**src/logic/shutter_map.vh**
```
// constants for the shutter sequencer: modes, trigger reactions, timing
// assumes a 250 MHz system clock and plain ports for configuration
// Contract
// - gated mode opens shutter per exposure, closes once exposure ends
// - held-closed mode keeps shutter closed whatever exposures happen
// - held-open mode keeps shutter open for the whole experiment
// - early-open mode opens shutter as soon as armed for trigger
// - after opening, wait programmable 0..1000 ms in 1 ms steps
// - after closing, wait programmable 0..1000 ms in 1 ms steps
// - internal shutter status always reads absent
// - external shutter presence detected automatically and reported
// - available shutter modes depend on selected trigger reaction
`ifndef SHUTTER_MAP_VH
`define SHUTTER_MAP_VH
// shutter modes
`define MODE_GATED       2'h0
`define MODE_HELD_CLOSED 2'h1
`define MODE_HELD_OPEN   2'h2
`define MODE_EARLY_OPEN  2'h3
// trigger reactions
`define TRIG_NONE        2'h0
`define TRIG_PER_FRAME   2'h1
`define TRIG_START_ONLY  2'h2
`define TRIG_FAST_FRAME  2'h3
// timing
`define CLK_HZ           250000000
`define TICK_MS          1
`define DELAY_MAX_MS     11'h3E8
`define DELAY_W          11
`endif

```
**src/logic/shutter_sequencer.v**
```verilog
// shutter sequencer: drives an external shutter around exposures and
// stalls the acquisition sequence for the open/close settle delays
// assumes acquisition logic on sys_clk, presence sense from a pin
`timescale 1ns/1ps
`include "shutter_map.vh"
module shutter_sequencer #(
  parameter TICK_DIV = (`CLK_HZ / 1000) * `TICK_MS
) (
  input  wire        sys_clk,
  input  wire        rst_n,
  input  wire [1:0]  shutter_mode,
  input  wire [1:0]  trig_reaction,
  input  wire [10:0] open_delay_ms,
  input  wire [10:0] close_delay_ms,
  input  wire        armed,
  input  wire        expose_req,
  input  wire        expose_done,
  input  wire        sense_pin,
  output wire        expose_go,
  output wire        close_done,
  output reg         shutter_open,
  output wire        seq_busy,
  output wire        mode_valid,
  output wire        int_shutter_present,
  output reg         ext_shutter_present
);
  localparam S_IDLE   = 3'h0;
  localparam S_OPEN   = 3'h1;
  localparam S_EXPOSE = 3'h2;
  localparam S_CLOSE  = 3'h3;
  localparam S_ACK    = 3'h4;
  localparam S_GO     = 3'h5;

  reg  [2:0]  state_q;
  reg  [2:0]  state_d;
  reg  [10:0] ms_q;
  reg         sense_s1_q;
  reg         sense_s2_q;
  reg         mode_ok;
  reg  [10:0] open_lim;
  reg  [10:0] close_lim;
  wire        tick;
  wire [1:0]  eff_mode;
  wire        open_wait_done;
  wire        close_wait_done;

  ms_tick #(
    .DIV (TICK_DIV)
  ) u_tick (
    .sys_clk (sys_clk),
    .rst_n   (rst_n),
    .tick    (tick)
  );

  // internal shutter never fitted
  assign int_shutter_present = 1'b0;

  // presence sense through three flops
  always @(posedge sys_clk or negedge rst_n) begin
    if (!rst_n) begin
      sense_s1_q          <= 1'b0;
      sense_s2_q          <= 1'b0;
      ext_shutter_present <= 1'b0;
    end else begin
      sense_s1_q          <= sense_pin;
      sense_s2_q          <= sense_s1_q;
      ext_shutter_present <= sense_s2_q;
    end
  end

  // mode availability per trigger reaction
  always @* begin
    case (trig_reaction)
      `TRIG_NONE:       mode_ok = (shutter_mode != `MODE_EARLY_OPEN);
      `TRIG_PER_FRAME:  mode_ok = 1'b1;
      `TRIG_START_ONLY: mode_ok = 1'b1;
      default:          mode_ok = (shutter_mode != `MODE_EARLY_OPEN);
    endcase
  end
  assign mode_valid = mode_ok;
  // unsupported combination falls back to held-closed, the safe state
  assign eff_mode = mode_ok ? shutter_mode : `MODE_HELD_CLOSED;

  // clamp delays to the legal range
  always @* begin
    open_lim  = (open_delay_ms  > `DELAY_MAX_MS) ? `DELAY_MAX_MS : open_delay_ms;
    close_lim = (close_delay_ms > `DELAY_MAX_MS) ? `DELAY_MAX_MS : close_delay_ms;
  end

  // first tick lands anywhere in the ms, so count one extra to never cut the delay short
  assign open_wait_done  = (open_lim == 11'h000) | (ms_q > open_lim);
  assign close_wait_done = (close_lim == 11'h000) | (ms_q > close_lim);

  // sequencer next state
  always @* begin
    state_d = state_q;
    case (state_q)
      S_IDLE: begin
        if (expose_req) begin
          if (eff_mode == `MODE_GATED)
            state_d = S_OPEN;
          else
            state_d = S_GO;
        end
      end
      S_OPEN: begin
        if (open_wait_done)
          state_d = S_GO;
      end
      S_GO: begin
        state_d = S_EXPOSE;
      end
      S_EXPOSE: begin
        if (expose_done) begin
          if (eff_mode == `MODE_GATED)
            state_d = S_CLOSE;
          else
            state_d = S_ACK;
        end
      end
      S_CLOSE: begin
        if (close_wait_done)
          state_d = S_ACK;
      end
      S_ACK: begin
        state_d = S_IDLE;
      end
      default: state_d = S_IDLE;
    endcase
  end

  // state register and millisecond counter
  always @(posedge sys_clk or negedge rst_n) begin
    if (!rst_n) begin
      state_q <= S_IDLE;
      ms_q    <= 11'h000;
    end else begin
      state_q <= state_d;
      if (state_d != state_q)
        ms_q <= 11'h000;
      else if (tick && ms_q != 11'h7FF)
        ms_q <= ms_q + 11'h001;
    end
  end

  // shutter drive by mode
  always @(posedge sys_clk or negedge rst_n) begin
    if (!rst_n) begin
      shutter_open <= 1'b0;
    end else begin
      case (eff_mode)
        `MODE_HELD_CLOSED: shutter_open <= 1'b0;
        `MODE_HELD_OPEN:   shutter_open <= 1'b1;
        `MODE_EARLY_OPEN:  shutter_open <= armed | (state_q != S_IDLE);
        default:           shutter_open <= (state_d == S_OPEN) | (state_d == S_GO) |
                                           (state_d == S_EXPOSE);
      endcase
    end
  end

  // handshakes toward acquisition logic
  assign expose_go  = (state_q == S_GO);
  assign close_done = (state_q == S_ACK);
  assign seq_busy   = (state_q == S_OPEN) | (state_q == S_CLOSE);
endmodule // shutter_sequencer

```
**src/logic/ms_tick.v**
```verilog
// one-millisecond enable pulse divided down from the system clock
// assumes a single free-running clock; period is a parameter
`timescale 1ns/1ps
module ms_tick #(
  parameter DIV = 250000
) (
  input  wire sys_clk,
  input  wire rst_n,
  output reg  tick
);
  reg [17:0] cnt_q;

  // divider: one pulse every DIV cycles
  always @(posedge sys_clk or negedge rst_n) begin
    if (!rst_n) begin
      cnt_q <= 18'h00000;
      tick  <= 1'b0;
    end else if (cnt_q == DIV[17:0] - 18'h00001) begin
      cnt_q <= 18'h00000;
      tick  <= 1'b1;
    end else begin
      cnt_q <= cnt_q + 18'h00001;
      tick  <= 1'b0;
    end
  end
endmodule // ms_tick

```
**config.mk**
```make
export PLATFORM = sky130hd
export DESIGN_NAME = shutter_sequencer
export DESIGN_NICKNAME = d
export VERILOG_FILES = /design/src/logic/shutter_sequencer.v /design/src/logic/ms_tick.v
export VERILOG_INCLUDE_DIRS = /design/src /design/src/logic
export SDC_FILE = /design/constraint.sdc
export NUM_CORES = 1
export LEC_CHECK = 0
export CAP_MARGIN = 20
export CORE_MARGIN = 1
export CORE_UTILIZATION = 50
export CTS_CLUSTER_DIAMETER = 50
export DETAILED_ROUTE_END_ITERATION = 8
export DONT_BUFFER_PORTS = 1
export GPL_ROUTABILITY_DRIVEN = 0
export GPL_TIMING_DRIVEN = 0
export PLACE_DENSITY = 0.77
export SETUP_SLACK_MARGIN = 0.15
export SLEW_MARGIN = 15
export SYNTH_ARGS = -nofsm -noshare
export SYNTH_HDL_FRONTEND = slang
export SYNTH_SLANG_ARGS = --single-unit
```
**constraint.sdc**
```tcl
create_clock -name sys_clk -period 3.7 [get_ports sys_clk]
set_input_delay 0.185 -clock sys_clk [delete_from_list [all_inputs] [get_ports sys_clk]]
set_output_delay 0.185 -clock sys_clk [all_outputs]
set_load 0.02 [all_outputs]
```
### Word level (Yosys, flattened, before mapping)

Index checks and enable logic that the tools add are counted.

| storage, ports and cells | value |
|---|---|
| word-level logic and storage cells | 61 |
| bits of input ports | 32 |
| output and inout bits | 7 |
| register bits after elaboration | 37 |

| operators by class | value |
|---|---|
| order comparisons | 4 |
| muxes and demuxes | 16 |
| bitwise gates (word level) | 6 |
| add/subtract/negate cells | 2 |
| reduce and logical (&&, ||, !) cells | 8 |
| equal/unequal tests | 17 |

Operators by type and width:

| cell | count |
|---|---|
| two-way mux 11 bit | 4 |
| greater-than comparator 11 x 10 -> 1 bit, second input constant | 2 |
| greater-than comparator 11 bit | 2 |
| logical NOT 11 bit | 2 |
| adder 18 x 1 -> 18 bit, second input constant | 1 |
| == test 18 bit, second input constant | 1 |
| two-way mux 18 bit | 1 |
| two-way mux 3 bit | 6 |
| one-hot mux 3 bit (5 select lines) | 1 |
| adder 11 x 1 -> 11 bit, second input constant | 1 |
| != test 11 bit, second input constant | 1 |
| == test 3 x 2 -> 1 bit, second input constant | 3 |
| == test 3 bit, second input constant | 3 |
| == test 2 bit, second input constant | 3 |
| == test 3 x 1 -> 1 bit, second input constant | 2 |
| bitwise OR 1 bit | 6 |
| == test 2 x 1 -> 1 bit, second input constant | 2 |
| logical NOT 3 bit | 1 |
| != test 3 bit | 1 |
| one-hot mux 1 bit (3 select lines) | 1 |
| nonzero test 3 bit | 1 |
| logical NOT 2 bit | 1 |
| two-way mux 1 bit | 2 |
| two-way mux 2 bit | 1 |
| other kinds (4) | 4 |

### Logic depth before layout (Yosys ltp)

Gate-level depths: netlist (run 1).

| logic depth | value |
|---|---|
| word-level depth | 12 |
| mapped depth | 11 |
| gate-level depth less buffers | 10 |

### Modules after synthesis

Synthesis (run 1) repeated with hierarchy kept, for this count alone.

| second synthesis, totals | value |
|---|---|
| cells, all modules | 284 |
| area, all modules | 2627.5 um^2 |

By module, submodules not included:

| module | area each (um^2) | cells each | sequential area each (um^2) | times used |
|---|---|---|---|---|
| shutter_sequencer | 1712.9 | 203 | 450.4 | 1 |
| ms_tick | 914.6 | 81 | 475.5 | 1 |

### Worst setup path before layout (run 1)

Ideal clock, no wire load.

| timing path | value |
|---|---|
| kind | input port to flip-flop |
| start | input port open_delay_ms[0] |
| end | register ms_q[1] |
| buffers on the path | 1 |
| slack | 1.057 ns |
| data arrival time | 2.549 ns |
| required time | 3.606 ns |
| setup time | 0.094 ns |
| stages | 11 |
| cells stage by stage | or3_1 > a21o_1 > a31oi_1 > nand2_1 > ha_1 > a21oi_2 > o21ai_2 > a2111oi_4 > o221ai_2 > buf_6 > nor4b_4 |

| between the ends | value |
|---|---|
| word-level cells in the longest chain between the ends | 8 |
| elaborated cells on any way between the ends | 10 |
| classes of those cells | 2 x order compare; 1 x eq/ne; 4 x mux; 1 x bitwise; 2 x reduce/logical |

RTL lines:

| element | line | text |
|---|---|---|
| start, declared | shutter_sequencer.v:13 | `input wire [10:0] open_delay_ms,` |
| greater-than comparator 11 x 10 -> 1 bit (no source line) | n/a |  |
| two-way mux 11 bit * | shutter_sequencer.v:86 | `` open_lim = (open_delay_ms > `DELAY_MAX_MS) ? `DELAY_MAX_MS : open_delay_ms; `` |
| greater-than comparator 11 bit or logical NOT 11 bit (tied branches) | shutter_sequencer.v:91 | `assign open_wait_done = (open_lim == 11'h000) \| (ms_q > open_lim);` |
| bitwise OR 1 bit * | shutter_sequencer.v:91 |  |
| two-way mux 3 bit * | shutter_sequencer.v:107 | `if (open_wait_done)` |
| one-hot mux 3 bit (5 select lines) * | shutter_sequencer.v:97 | `case (state_q)` |
| != test 3 bit * | shutter_sequencer.v:139 | `if (state_d != state_q)` |
| two-way mux 11 bit or nonzero test 2 bit (tied branches) | n/a |  |
| end signal, assigned | shutter_sequencer.v:142 | `ms_q <= ms_q + 11'h001;` |
| end, declared | shutter_sequencer.v:36 | `reg [10:0] ms_q;` |

Mark *: on every way between the ends. The rest lies on a longest branch, timed or not.
A chain may end at the register's enable or synchronous reset.

### Worst setup path after layout (run 1)

Same ends and word-level chain as after synthesis.

==> run summary, run 1 <==
status: finished clean
commonest non-fill, non-tap cell in the layout: dfrtp_1
GRT overflow: 0
std cell rows: 26
WS Path Type: in -> reg
Cells after DPL: 351
Sink Count: 37
WL final: 5350 um
Least-Margin Pin Slew: 777 ps
endpoints failing hold: 0
Post-Syn Area: 2680 um2
Mapped Avg Cell Area: 9.58 um2
clock latency on the worst-skew pair: 290 ps
Clk pin slew, worst setup/hold paths: 70 ps
FILL cells: 467
Clock Skew: 8.89 ps
Vias/cell: 5.93
hold depth: 2
setup bufs post-CTS: 0
IO Count: 39
Max Cap Viol: 0
CP endpoint kind: flip-flop
Global Route Usage Sum: 21.2%
Primary FF master, synth: dfrtp_1
CTS Buffer Depth: 2
setup violators final: 0
fin crit period: 2640 ps
Switching Fraction: 30.1%
critical path arrival: 2830 ps
total die area: 5660 um2
Hold Crit Start: shutter_mode[1]
combinational share of power: 25.5%
initial antenna violation count: 0
Worst Reg2Reg Path Length in Cells: 7
RSZ-0062 raised after global routing: false
total core area: 5140 um2
Initial Util: 52.2%
Layout Utilization: 56.9%
Die H: 75.2 um
DP Area: 2770 um2
hold_ws: 61.1 ps
CTS tree: done
count of state elements after synthesis: 37
die boundary width: 75.2 um
via count: 2153
Critical R2R Capture: ms_q[1]
CTS Buf Count: 5
I/O Buffers: 0
Setup crit start kind: input port
Reg power frac: 44.2%
vias in the first global route: 2119
max-slew violations: 0
P_leak: 1.28 nW
Min-Delay Path Class: in -> reg
post_cts resized: 0
layout cells sized above 1: 11.9%
Design Area, Final: 2920 um2
Slew Limit Headroom: 48.1%
largest net degree at the start of global routing: 38
Cell variety after synth: 55
non-filler cells, final: 363
# diodes: 0
crit path max fanout: 10
number of synthesized flops with an enable pin: 0
clock tree root buffer cell: clkbuf_8
asr flop ratio synth: 100%
Int Power: 695 uW
routed len/inst: 14.7 um
first drt pass iteration count: 4
Cell Pwr Density: 340 nW/um2
reg-to-reg startpoint: ms_q[8]
Post-Synthesis Cells: 280
Fmax: 379 MHz
Ys Warns: 0
clock share of power: 30.3%
critical path required time: 3890 ps
peak supply drop: 0.000240 V
sequential-to-total area share from yosys stat: 34.5%
setup slack, reg-to-reg: 1460 ps
most frequent cells in the layout: 37 x dfrtp_1, 30 x nor2_1, 24 x nand2_1, 24 x ha_1, 13 x xnor2_1
Final period util: 71.3%
Setup TNS Final: 0 ps
Switch Pwr: 299 uW
Synth-to-Final Area Change: 9.05%
DRC violations left: 0
fin nets: 348
CTS H-Tree Depth: 2
antenna viol nets, final: 0
first-pass GRT wire length: 8910 um
dpl hpwl: 4080 um
First DRT Iteration DRCs: 63
worst hold endpoint: shutter_open
## critical path, cell delays in order
cell and delay, ps:
or3_1 390, a21o_1 190, a31oi_1 360, nand2_1 110, ha_1 320, a21oi_2 160, o21ai_2 90, a2111oi_4 360
o221ai_2 200, buf_6 200, nor4b_4 270
## cell families (layout without fill, tap and decap cells)
family	after synthesis	in the layout	share of synthesized area [%]
AO/OA/AOI/OAI	47	47	13.9
XOR/XNOR	20	20	6.53
adder cells (fa/ha/maj)	24	24	11.2
buffers and inverters	18	30	3.45
flip-flops	37	37	34.5
multiplexers	3	3	1.12
other	2	3	0.280
AND/OR/NAND/NOR	129	129	29.0
## layout make-up
class                   count  area, um2  share of cell area [%]
multi-input cells         226       1670                    57.0
well taps                  70       87.6                    3.00
flip-flops and latches     37        926                    31.7
clock buffers               7       96.3                    3.29
plain buffers              10       62.6                    2.14
inverters                   8       30.0                    1.03
repair buffers              4       50.0                    1.71
clock inverters             1       5.00                   0.171
## worst max path at each step
| stage | cells after the start | to | slack [ps] | startpoint |
|---|---|---|---|---|
| 3_5_place_dp | 11 | ms_q[1] | 740 | open_delay_ms[0] |
| 2_1_floorplan | 11 | ms_q[1] | 1060 | open_delay_ms[0] |
| 4_1_cts | 11 | ms_q[1] | 1040 | open_delay_ms[0] |
| 3_3_place_gp | 11 | ms_q[1] | 810 | open_delay_ms[0] |
| 6_report | 11 | ms_q[1] | 1060 | open_delay_ms[0] |
| 5_1_grt | 11 | ms_q[6] | 920 | close_delay_ms[4] |
## what timing repair did
item,CTS,global route
endpoints found under the setup margin,0,0
hold endpoints to repair,39,0
hold buffers,4,0
## state kept, by name, summed over array words and instances, names as in the netlist
name and flops:
u_tick.cnt_q 18, ext_shutter_present 1, sense_s2_q 1, shutter_open 1, sense_s1_q 1, u_tick.tick 1, ms_q 11, state_q 3
## layer usage
metal | GRT usage, % | share of wire [%]
met5 | 0 | 0
met4 | 9.67 | 2.1
met3 | 4.82 | 4.2
met2 | 36.8 | 48
met1 | 25.1 | 46
## through the flow
step           total power, mW  setup WS (ps)
2_1_floorplan            0.648           1060
3_3_place_gp             0.684            812
3_5_place_dp             0.688            745
4_1_cts                   1.01           1040
5_1_grt                   1.05            924
6_report                 0.993           1060
## Yosys cell counts, drive strengths merged, types with 2 or more instances
cell type | count | area (um2)
a2111oi | 2 | 42.5
a211oi | 4 | 40.0
a21oi | 13 | 76.3
a311oi | 2 | 17.5
a31oi | 5 | 46.3
and2 | 3 | 18.8
and3 | 5 | 31.3
and4 | 6 | 52.6
buf | 8 | 55.1
clkbuf | 2 | 7.51
conb | 2 | 7.51
dfrtp | 37 | 926
ha | 24 | 300
inv | 8 | 30.0
mux2i | 3 | 30.0
nand2 | 24 | 90.1
nand2b | 2 | 12.5
nand3 | 12 | 60.1
nand3b | 2 | 15.0
nand4 | 11 | 68.8
nor2 | 30 | 113
nor2b | 5 | 38.8
nor3 | 10 | 50.1
nor4 | 6 | 37.5
nor4b | 7 | 143
o21ai | 10 | 53.8
or3 | 2 | 12.5
xnor2 | 13 | 114
xor2 | 7 | 61.3
## power by group through the flow
stage | Combinational (mW) | Clock, mW | Sequential [mW]
after floorplan | 0.204 | 0 | 0.444
after global placement | 0.237 | 0 | 0.446
after detailed placement | 0.241 | 0 | 0.447
after CTS | 0.255 | 0.313 | 0.439
after global routing | 0.280 | 0.329 | 0.442
final | 0.253 | 0.301 | 0.439
Power figures use the tool's default switching activity.
==> inputs of run 2 (changes only) <==
- clock period: 3.7 -> 2.55 ns (I/O delays scaled with it)
==> run summary, run 2 (synthesized netlist as in run 1, its figures left out) <==
CP endpoint kind: flip-flop
WS Path Type: in -> reg
Top reg by flops: u_tick.cnt_q
via count: 2145 (-0.37%)
Vias/cell: 5.83 (-1.7%)
Die H: 75.2 um (unchanged)
Worst Reg2Reg Path Length in Cells: 7 (unchanged)
most frequent cells in the layout: 37 x dfrtp_1, 30 x nor2_1, 22 x nand2_1
total core area: 5140 um2 (unchanged)
endpoints failing hold: 0 (unchanged)
routed len/inst: 15.3 um (+4.1%)
clock tree root buffer cell: clkbuf_8
crit path max fanout: 5 (-5)
First DRT Iteration DRCs: 77 (+22%)
clock latency on the worst-skew pair: 280 ps (about the same)
CTS H-Tree Depth: 2 (unchanged)
peak supply drop: 0.000454 V (+89%)
Design Area, Final: 3110 um2 (+6.2%)
worst hold endpoint: state_q[1]
P_leak: 1.33 nW (+3.6%)
reg-to-reg startpoint: ms_q[8]
Max Cap Viol: 0 (unchanged)
die boundary width: 75.2 um (unchanged)
setup slack, reg-to-reg: 340 ps (-1120 ps)
Critical R2R Capture: ms_q[10]
IO Count: 39 (unchanged)
Setup crit start kind: input port
DRC violations left: 0 (unchanged)
fin crit period: 2350 ps
total die area: 5660 um2 (unchanged)
first-pass GRT wire length: 8830 um (-0.92%)
Global Route Usage Sum: 20.6% (-0.58 points)
Slew Limit Headroom: 43.9% (-4.2 points)
CTS Buf Count: 5 (unchanged)
dpl hpwl: 4160 um (+2.1%)
initial antenna violation count: 0 (unchanged)
largest net degree at the start of global routing: 38 (unchanged)
CP max stage cell: or3_4
FILL cells: 437 (-6.4%)
layout cells sized above 1: 17.1% (+5.2 points)
final worst setup slack: 201 ps (-859 ps)
Clk pin slew, worst setup/hold paths: 80 ps (about the same)
critical path required time: 2750 ps (-1140 ps)
pre-CTS setup slack: -157 ps (-902 ps)
WL final: 5640 um (+5.6%)
fin nets: 353 (+1.4%)
Synth-to-Final Area Change: 15.9%
Least-Margin Pin Slew: 839 ps (+62.1 ps)
Cells after DPL: 351 (unchanged)
Cell Chain, Critical Path: or3_4 -> a21o_1 -> a31oi_4 -> nor2b_4 -> ha_4 -> nand4_1 -> a211oi_2 -> a2111oi_4 -> o221ai_2 -> buf_6 -> nor4b_4
Initial Util: 52.2% (unchanged)
max-slew violations: 0 (unchanged)
CTS tree: done
DP Area: 2820 um2 (+1.5%)
first drt pass iteration count: 6 (+2)
vias in the first global route: 2074 (-2.1%)
GRT overflow: 0 (unchanged)
hold depth: 3 (+1)
std cell rows: 26 (unchanged)
Fmax: 426 MHz
I/O Buffers: 0 (unchanged)
max reg flops: 18 (unchanged)
Cell Pwr Density: 532 nW/um2 (+57%)
Sink Count: 37 (unchanged)
antenna viol nets, final: 0 (unchanged)
CP top delay family: compound AO/OA/AOI/OAI gates
critical path arrival: 2550 ps (-280 ps)
Final period util: 92.1%
commonest non-fill, non-tap cell in the layout: dfrtp_1
RSZ-0062 raised after global routing: true
non-filler cells, final: 368 (+1.4%)
Hold Crit Start: expose_done
setup violators final: 0 (unchanged)
biggest regs: u_tick.cnt_q x18, ms_q x11, state_q x3
Bufs and invs on worst path: 1 (unchanged)
Min-Delay Path Class: in -> reg
status: finished clean
Clock Skew: 9.56 ps (+0.669 ps)
crit-path max cell delay: 380 ps (about the same)
CTS Buffer Depth: 2 (unchanged)
# diodes: 0 (unchanged)
[run 2: changes by cell type in the layout (fill, tap and decap cells not counted), sizes merged]
cell / change
buf: +4
bufinv: +2
clkbuf: -2
clkinv: -1
dlygate4sd3: +1
inv: +1
[run 2: cell type report]
| class | instances | area [um2] | area share, % |
|---|---|---|---|
| clock inverters | 3 | 68.8 | 2.22 |
| clock buffers | 5 | 68.8 | 2.22 |
| flip-flops and latches | 37 | 926 | 29.8 |
| plain buffers | 10 | 62.6 | 2.01 |
| repair buffers | 9 | 87.6 | 2.82 |
| multi-input cells | 226 | 1780 | 57.1 |
| well taps | 70 | 87.6 | 2.82 |
| inverters | 8 | 30.0 | 0.967 |
[run 2: worst reg2reg max path, cell delays in order (launching register included)]
cell       delay (ps)
dfrtp_1           470
ha_1              360
nand4_1           160
inv_1              90
a2111oi_4         390
o221ai_2          200
buf_6             190
nor4b_4           260
[run 2: worst max-delay path by stage]
| stage | start | endpoint | slack [ps] | depth (start not counted) |
|---|---|---|---|---|
| 6_report | open_delay_ms[0] | ms_q[10] | 200 | 11 |
| 5_1_grt | open_delay_ms[0] | ms_q[9] | 80 | 11 |
| 4_1_cts | close_delay_ms[4] | ms_q[9] | 170 | 11 |
| 3_5_place_dp | close_delay_ms[4] | ms_q[9] | -160 | 11 |
| 3_3_place_gp | close_delay_ms[4] | ms_q[7] | -90 | 11 |
| 2_1_floorplan | open_delay_ms[0] | ms_q[1] | 150 | 11 |
[run 2: layer usage]
metal  global-route usage, %  up-vias  part of all wire [%]
met5                       0        -                     0
met4                    6.17        0                   1.2
met3                    3.88        6                   4.3
met2                    36.7       56                    52
met1                    25.5     1023                    43
li1                        -     1060                     -
[run 2: where the power goes]
group	internal [mW]	leakage [nW]	switching, mW
logic	0.174	0.768	0.239
registers	0.610	0.489	0.0269
clock network	0.394	0.0687	0.210
total	1.18	1.33	0.475
[run 2: timing repair]
item                                    4_1_cts  5_1_grt
pin swaps                                     0       11
hold endpoints to repair                     39        0
cloned                                        0        1
buffers inserted                              0        3
resized for setup                             1        9
hold buffers                                  5        0
endpoints found under the setup margin        5       13
[run 2: per-stage QoR]
stage | hold WS (ps) | total power, mW | setup TNS (ps) | utilization (%)
final | 93.8 | 1.65 | 0 | 60.4
after detailed placement | -167 | 1.02 | -1220 | 54.8
after CTS | 78.1 | 1.66 | 0 | 58.7
after global routing | 126 | 1.73 | 0 | 60.4
after floorplan | -168 | 0.945 | 0 | -
after global placement | -168 | 1.01 | -500 | 54.8
==> inputs of run 3 (changes only) <==
- ABC_AREA: not set -> 1
==> run summary, run 3 <==
max-slew violations: 0 (unchanged)
status: finished clean
I/O Buffers: 0 (unchanged)
Final period util: 79.4% (-13 points)
GRT overflow: 0 (unchanged)
peak supply drop: 0.000357 V (-21%)
Primary FF master, synth: dfrtp_1
mux share of post-synthesis cell area: 0.359% (-0.76 points)
CTS H-Tree Depth: 2 (unchanged)
CP endpoint kind: flip-flop
Post-Syn Area: 2790 um2 (+3.9%)
Int Power: 1.08 mW (-8.7%)
critical path arrival: 2200 ps (-350 ps)
CP max stage cell: ha_1
Top reg by flops: u_tick.cnt_q
most frequent cells in the layout: 78 x nand2_1, 68 x nor2_1, 55 x inv_1
Min-Delay Path Class: in -> reg
IO Count: 39 (unchanged)
Switching Fraction: 32.3% (+3.6 points)
layout cells sized above 1: 10.9% (-6.2 points)
die boundary width: 76.6 um (+1.9%)
Cell Chain, Critical Path: nor2_1 -> nand2_1 -> nand3b_1 -> nand2_1 -> inv_1 -> nand2_1 -> ha_1 -> nand2_1 -> or2_1 -> nand2_1 -> nand2_1 -> nand3_1 -> nand2_1 -> nand2_1 -> nand2_1 -> nand3_2 -> nor2_1 -> nand2_2 -> buf_6 -> nor2_2
max reg flops: 18 (unchanged)
wire length on met1: 2380 um (-1.9%)
first-pass GRT wire length: 9520 um (+7.8%)
met3 wire length: 192 um (-20%)
Bufs and invs on worst path: 2 (+1)
Clock Skew: 10.0 ps (+0.444 ps)
Synth-to-Final Area Change: 9.03%
largest family of logic cells by synthesized area: simple AND/OR/NAND/NOR gates
number of synthesized flops with an enable pin: 0 (unchanged)
Setup crit start kind: input port
Die H: 76.6 um (+1.9%)
hold_ws: 39.5 ps (-54.2 ps)
combinational share of power: 26.6% (+1.6 points)
Switch Pwr: 513 uW (+8.0%)
clock share of power: 32.8% (-3.7 points)
First DRT Iteration DRCs: 94 (+22%)
Least-Margin Pin Slew: 503 ps (-337 ps)
initial antenna violation count: 0 (unchanged)
Slew Limit Headroom: 66.4% (+22 points)
RSZ-0062 raised after global routing: false
Ys Warns: 0 (unchanged)
WL met2: 2680 um (-7.8%)
Post-Synthesis Cells: 382 (+36%)
post-synthesis compound-gate area fraction: 6.11% (-7.7 points)
Reg power frac: 40.6% (+2.1 points)
setup violators final: 0 (unchanged)
Sink Count: 37 (unchanged)
Synth top area share: 33.2% (-1.3 points)
top cells by area, synth: dfrtp_1 33%, ha_1 11%, nand2_1 11%
Top cell by count, worst path: nand2_1
first drt pass iteration count: 4 (-2)
biggest regs: u_tick.cnt_q x18, ms_q x11, state_q x3
Vias/cell: 5.16 (-11%)
largest net degree at the start of global routing: 38 (unchanged)
most frequent cells after synthesis: 78 x nand2_1, 68 x nor2_1, 55 x inv_1, 37 x dfrtp_1, 24 x ha_1
WL final: 5320 um (-5.7%)
Initial Util: 53.2% (+1.0 points)
Clk pin slew, worst setup/hold paths: 70 ps (about the same)
most frequent cell after synthesis: nand2_1
Max Cap Viol: 0 (unchanged)
Cell variety after synth: 39 (-29%)
total die area: 5870 um2 (+3.8%)
Mapped Avg Cell Area: 7.29 um2 (-24%)
Total Power: 1.59 mW (-3.9%)
vias in the first global route: 2342 (+13%)
# diodes: 0 (unchanged)
antenna viol nets, final: 0 (unchanged)
XOR/XNOR share of the synthesized area: 4.72% (-1.8 points)
Setup TNS Final: 0 ps (unchanged)
CP top delay family: simple AND/OR/NAND/NOR gates
DRC violations left: 0 (unchanged)
Top Metal Used: met4
CTS Buffer Depth: 2 (unchanged)
P_leak: 1.56 nW (+18%)
std cell rows: 26 (unchanged)
clock tree root buffer cell: clkbuf_8
crit-path max cell delay: 300 ps (-80 ps)
area leader, netlist: dfrtp_1
Global Route Usage Sum: 19.9% (-0.76 points)
fin nets: 449 (+27%)
asr flop ratio synth: 100% (unchanged)
dpl hpwl: 4150 um (-0.18%)
clock latency on the worst-skew pair: 290 ps (about the same)
total core area: 5240 um2 (+1.9%)
fin crit period: 2020 ps (-325 ps)
sequential-to-total area share from yosys stat: 33.2% (-1.3 points)
critical path required time: 2720 ps (-30 ps)
setup bufs post-CTS: 0 (unchanged)
count of state elements after synthesis: 37 (unchanged)
crit path max fanout: 10 (+5)
routed len/inst: 11.5 um (-25%)
Synth Area in Adders: 10.8% (-0.42 points)
CTS tree: done
Fmax: 494 MHz (+16%)
via count: 2396 (+12%)
CTS Buf Count: 5 (unchanged)
Post-Synth Simple-Gate Area: 35.8% (+6.7 points)
commonest non-fill, non-tap cell in the layout: nand2_1
Cell Pwr Density: 523 nW/um2 (-1.7%)
WS Path Type: in -> reg
endpoints failing hold: 0 (unchanged)
-- run 3: final cells by class --
type	instances	area, um2
multi-input combinational	284	1620
buffer	2	18.8
tap	70	87.6
fill	493	2200
inverter	60	225
clock buffer	6	82.6
sequential	37	926
clock inverter	2	37.5
timing repair buffer	3	40.0
-- run 3: repair_timing --
item | 4_1_cts | 5_1_grt
hold buffers | 3 | 0
hold endpoints to repair | 38 | 0
gates resized for setup | 0 | 0
-- run 3: routing by layer --
metal / track usage, % / vias to the layer above
met2: 36.3 / 60
met4: 6.35 / 0
met1: 23.7 / 1088
met5: 0 / -
met3: 2.99 / 9
li1: - / 1239
-- run 3: path summary, 6_finish.rpt --
path	cells after the start	slack [ps]	start	end
setup / recovery	20	530	open_delay_ms[4]	ms_q[3]
hold / removal	2	40	expose_done	state_q[0]
setup reg to reg	15	530	ms_q[8]	ms_q[3]
hold reg to reg	0	350	sense_s1_q	sense_s2_q
max in group asynchronous	2	2070	rst_n	sense_s1_q
min in group asynchronous	2	290	rst_n	u_tick.tick
-- run 3: power groups by stage --
stage | clock (mW) | sequential [mW] | combinational, mW
global route | 0.560 | 0.650 | 0.477
finish | 0.521 | 0.646 | 0.422
CTS | 0.537 | 0.646 | 0.425
global placement | 0 | 0.656 | 0.398
floorplan | 0 | 0.651 | 0.348
detailed placement | 0 | 0.658 | 0.406
-- run 3: cells by family (layout without fill, tap and decap cells) --
group	after synthesis	in the layout
AO/OA/AOI/OAI	29	29
XOR/XNOR	15	15
adder cells (fa/ha/maj)	24	24
buffers and inverters	62	73
flip-flops	37	37
multiplexers	1	1
other	2	3
AND/OR/NAND/NOR	212	212
-- run 3: worst reg2reg max path, cell delays in order, from the launching register on --
cell,delay [ps]
dfrtp_1,470
ha_1,340
nand2_1,70
inv_2,50
nand2_2,50
nor2_2,120
nand2_1,60
nand3_1,60
nand2_1,90
nand3_2,120
nand2_2,60
nand2_1,60
nand2_1,60
nand2_2,80
buf_6,170
nor2_2,50
-- run 3: through the flow --
step	std cells	worst slack [ps]	instance area (um2)	utilization, %
final	464	526	3040	58.0
after global routing	464	288	3040	58.0
after CTS	464	509	3040	58.0
after detailed placement	453	247	2880	54.9
after global placement	453	317	2880	54.9
after floorplan	383	517	2790	-
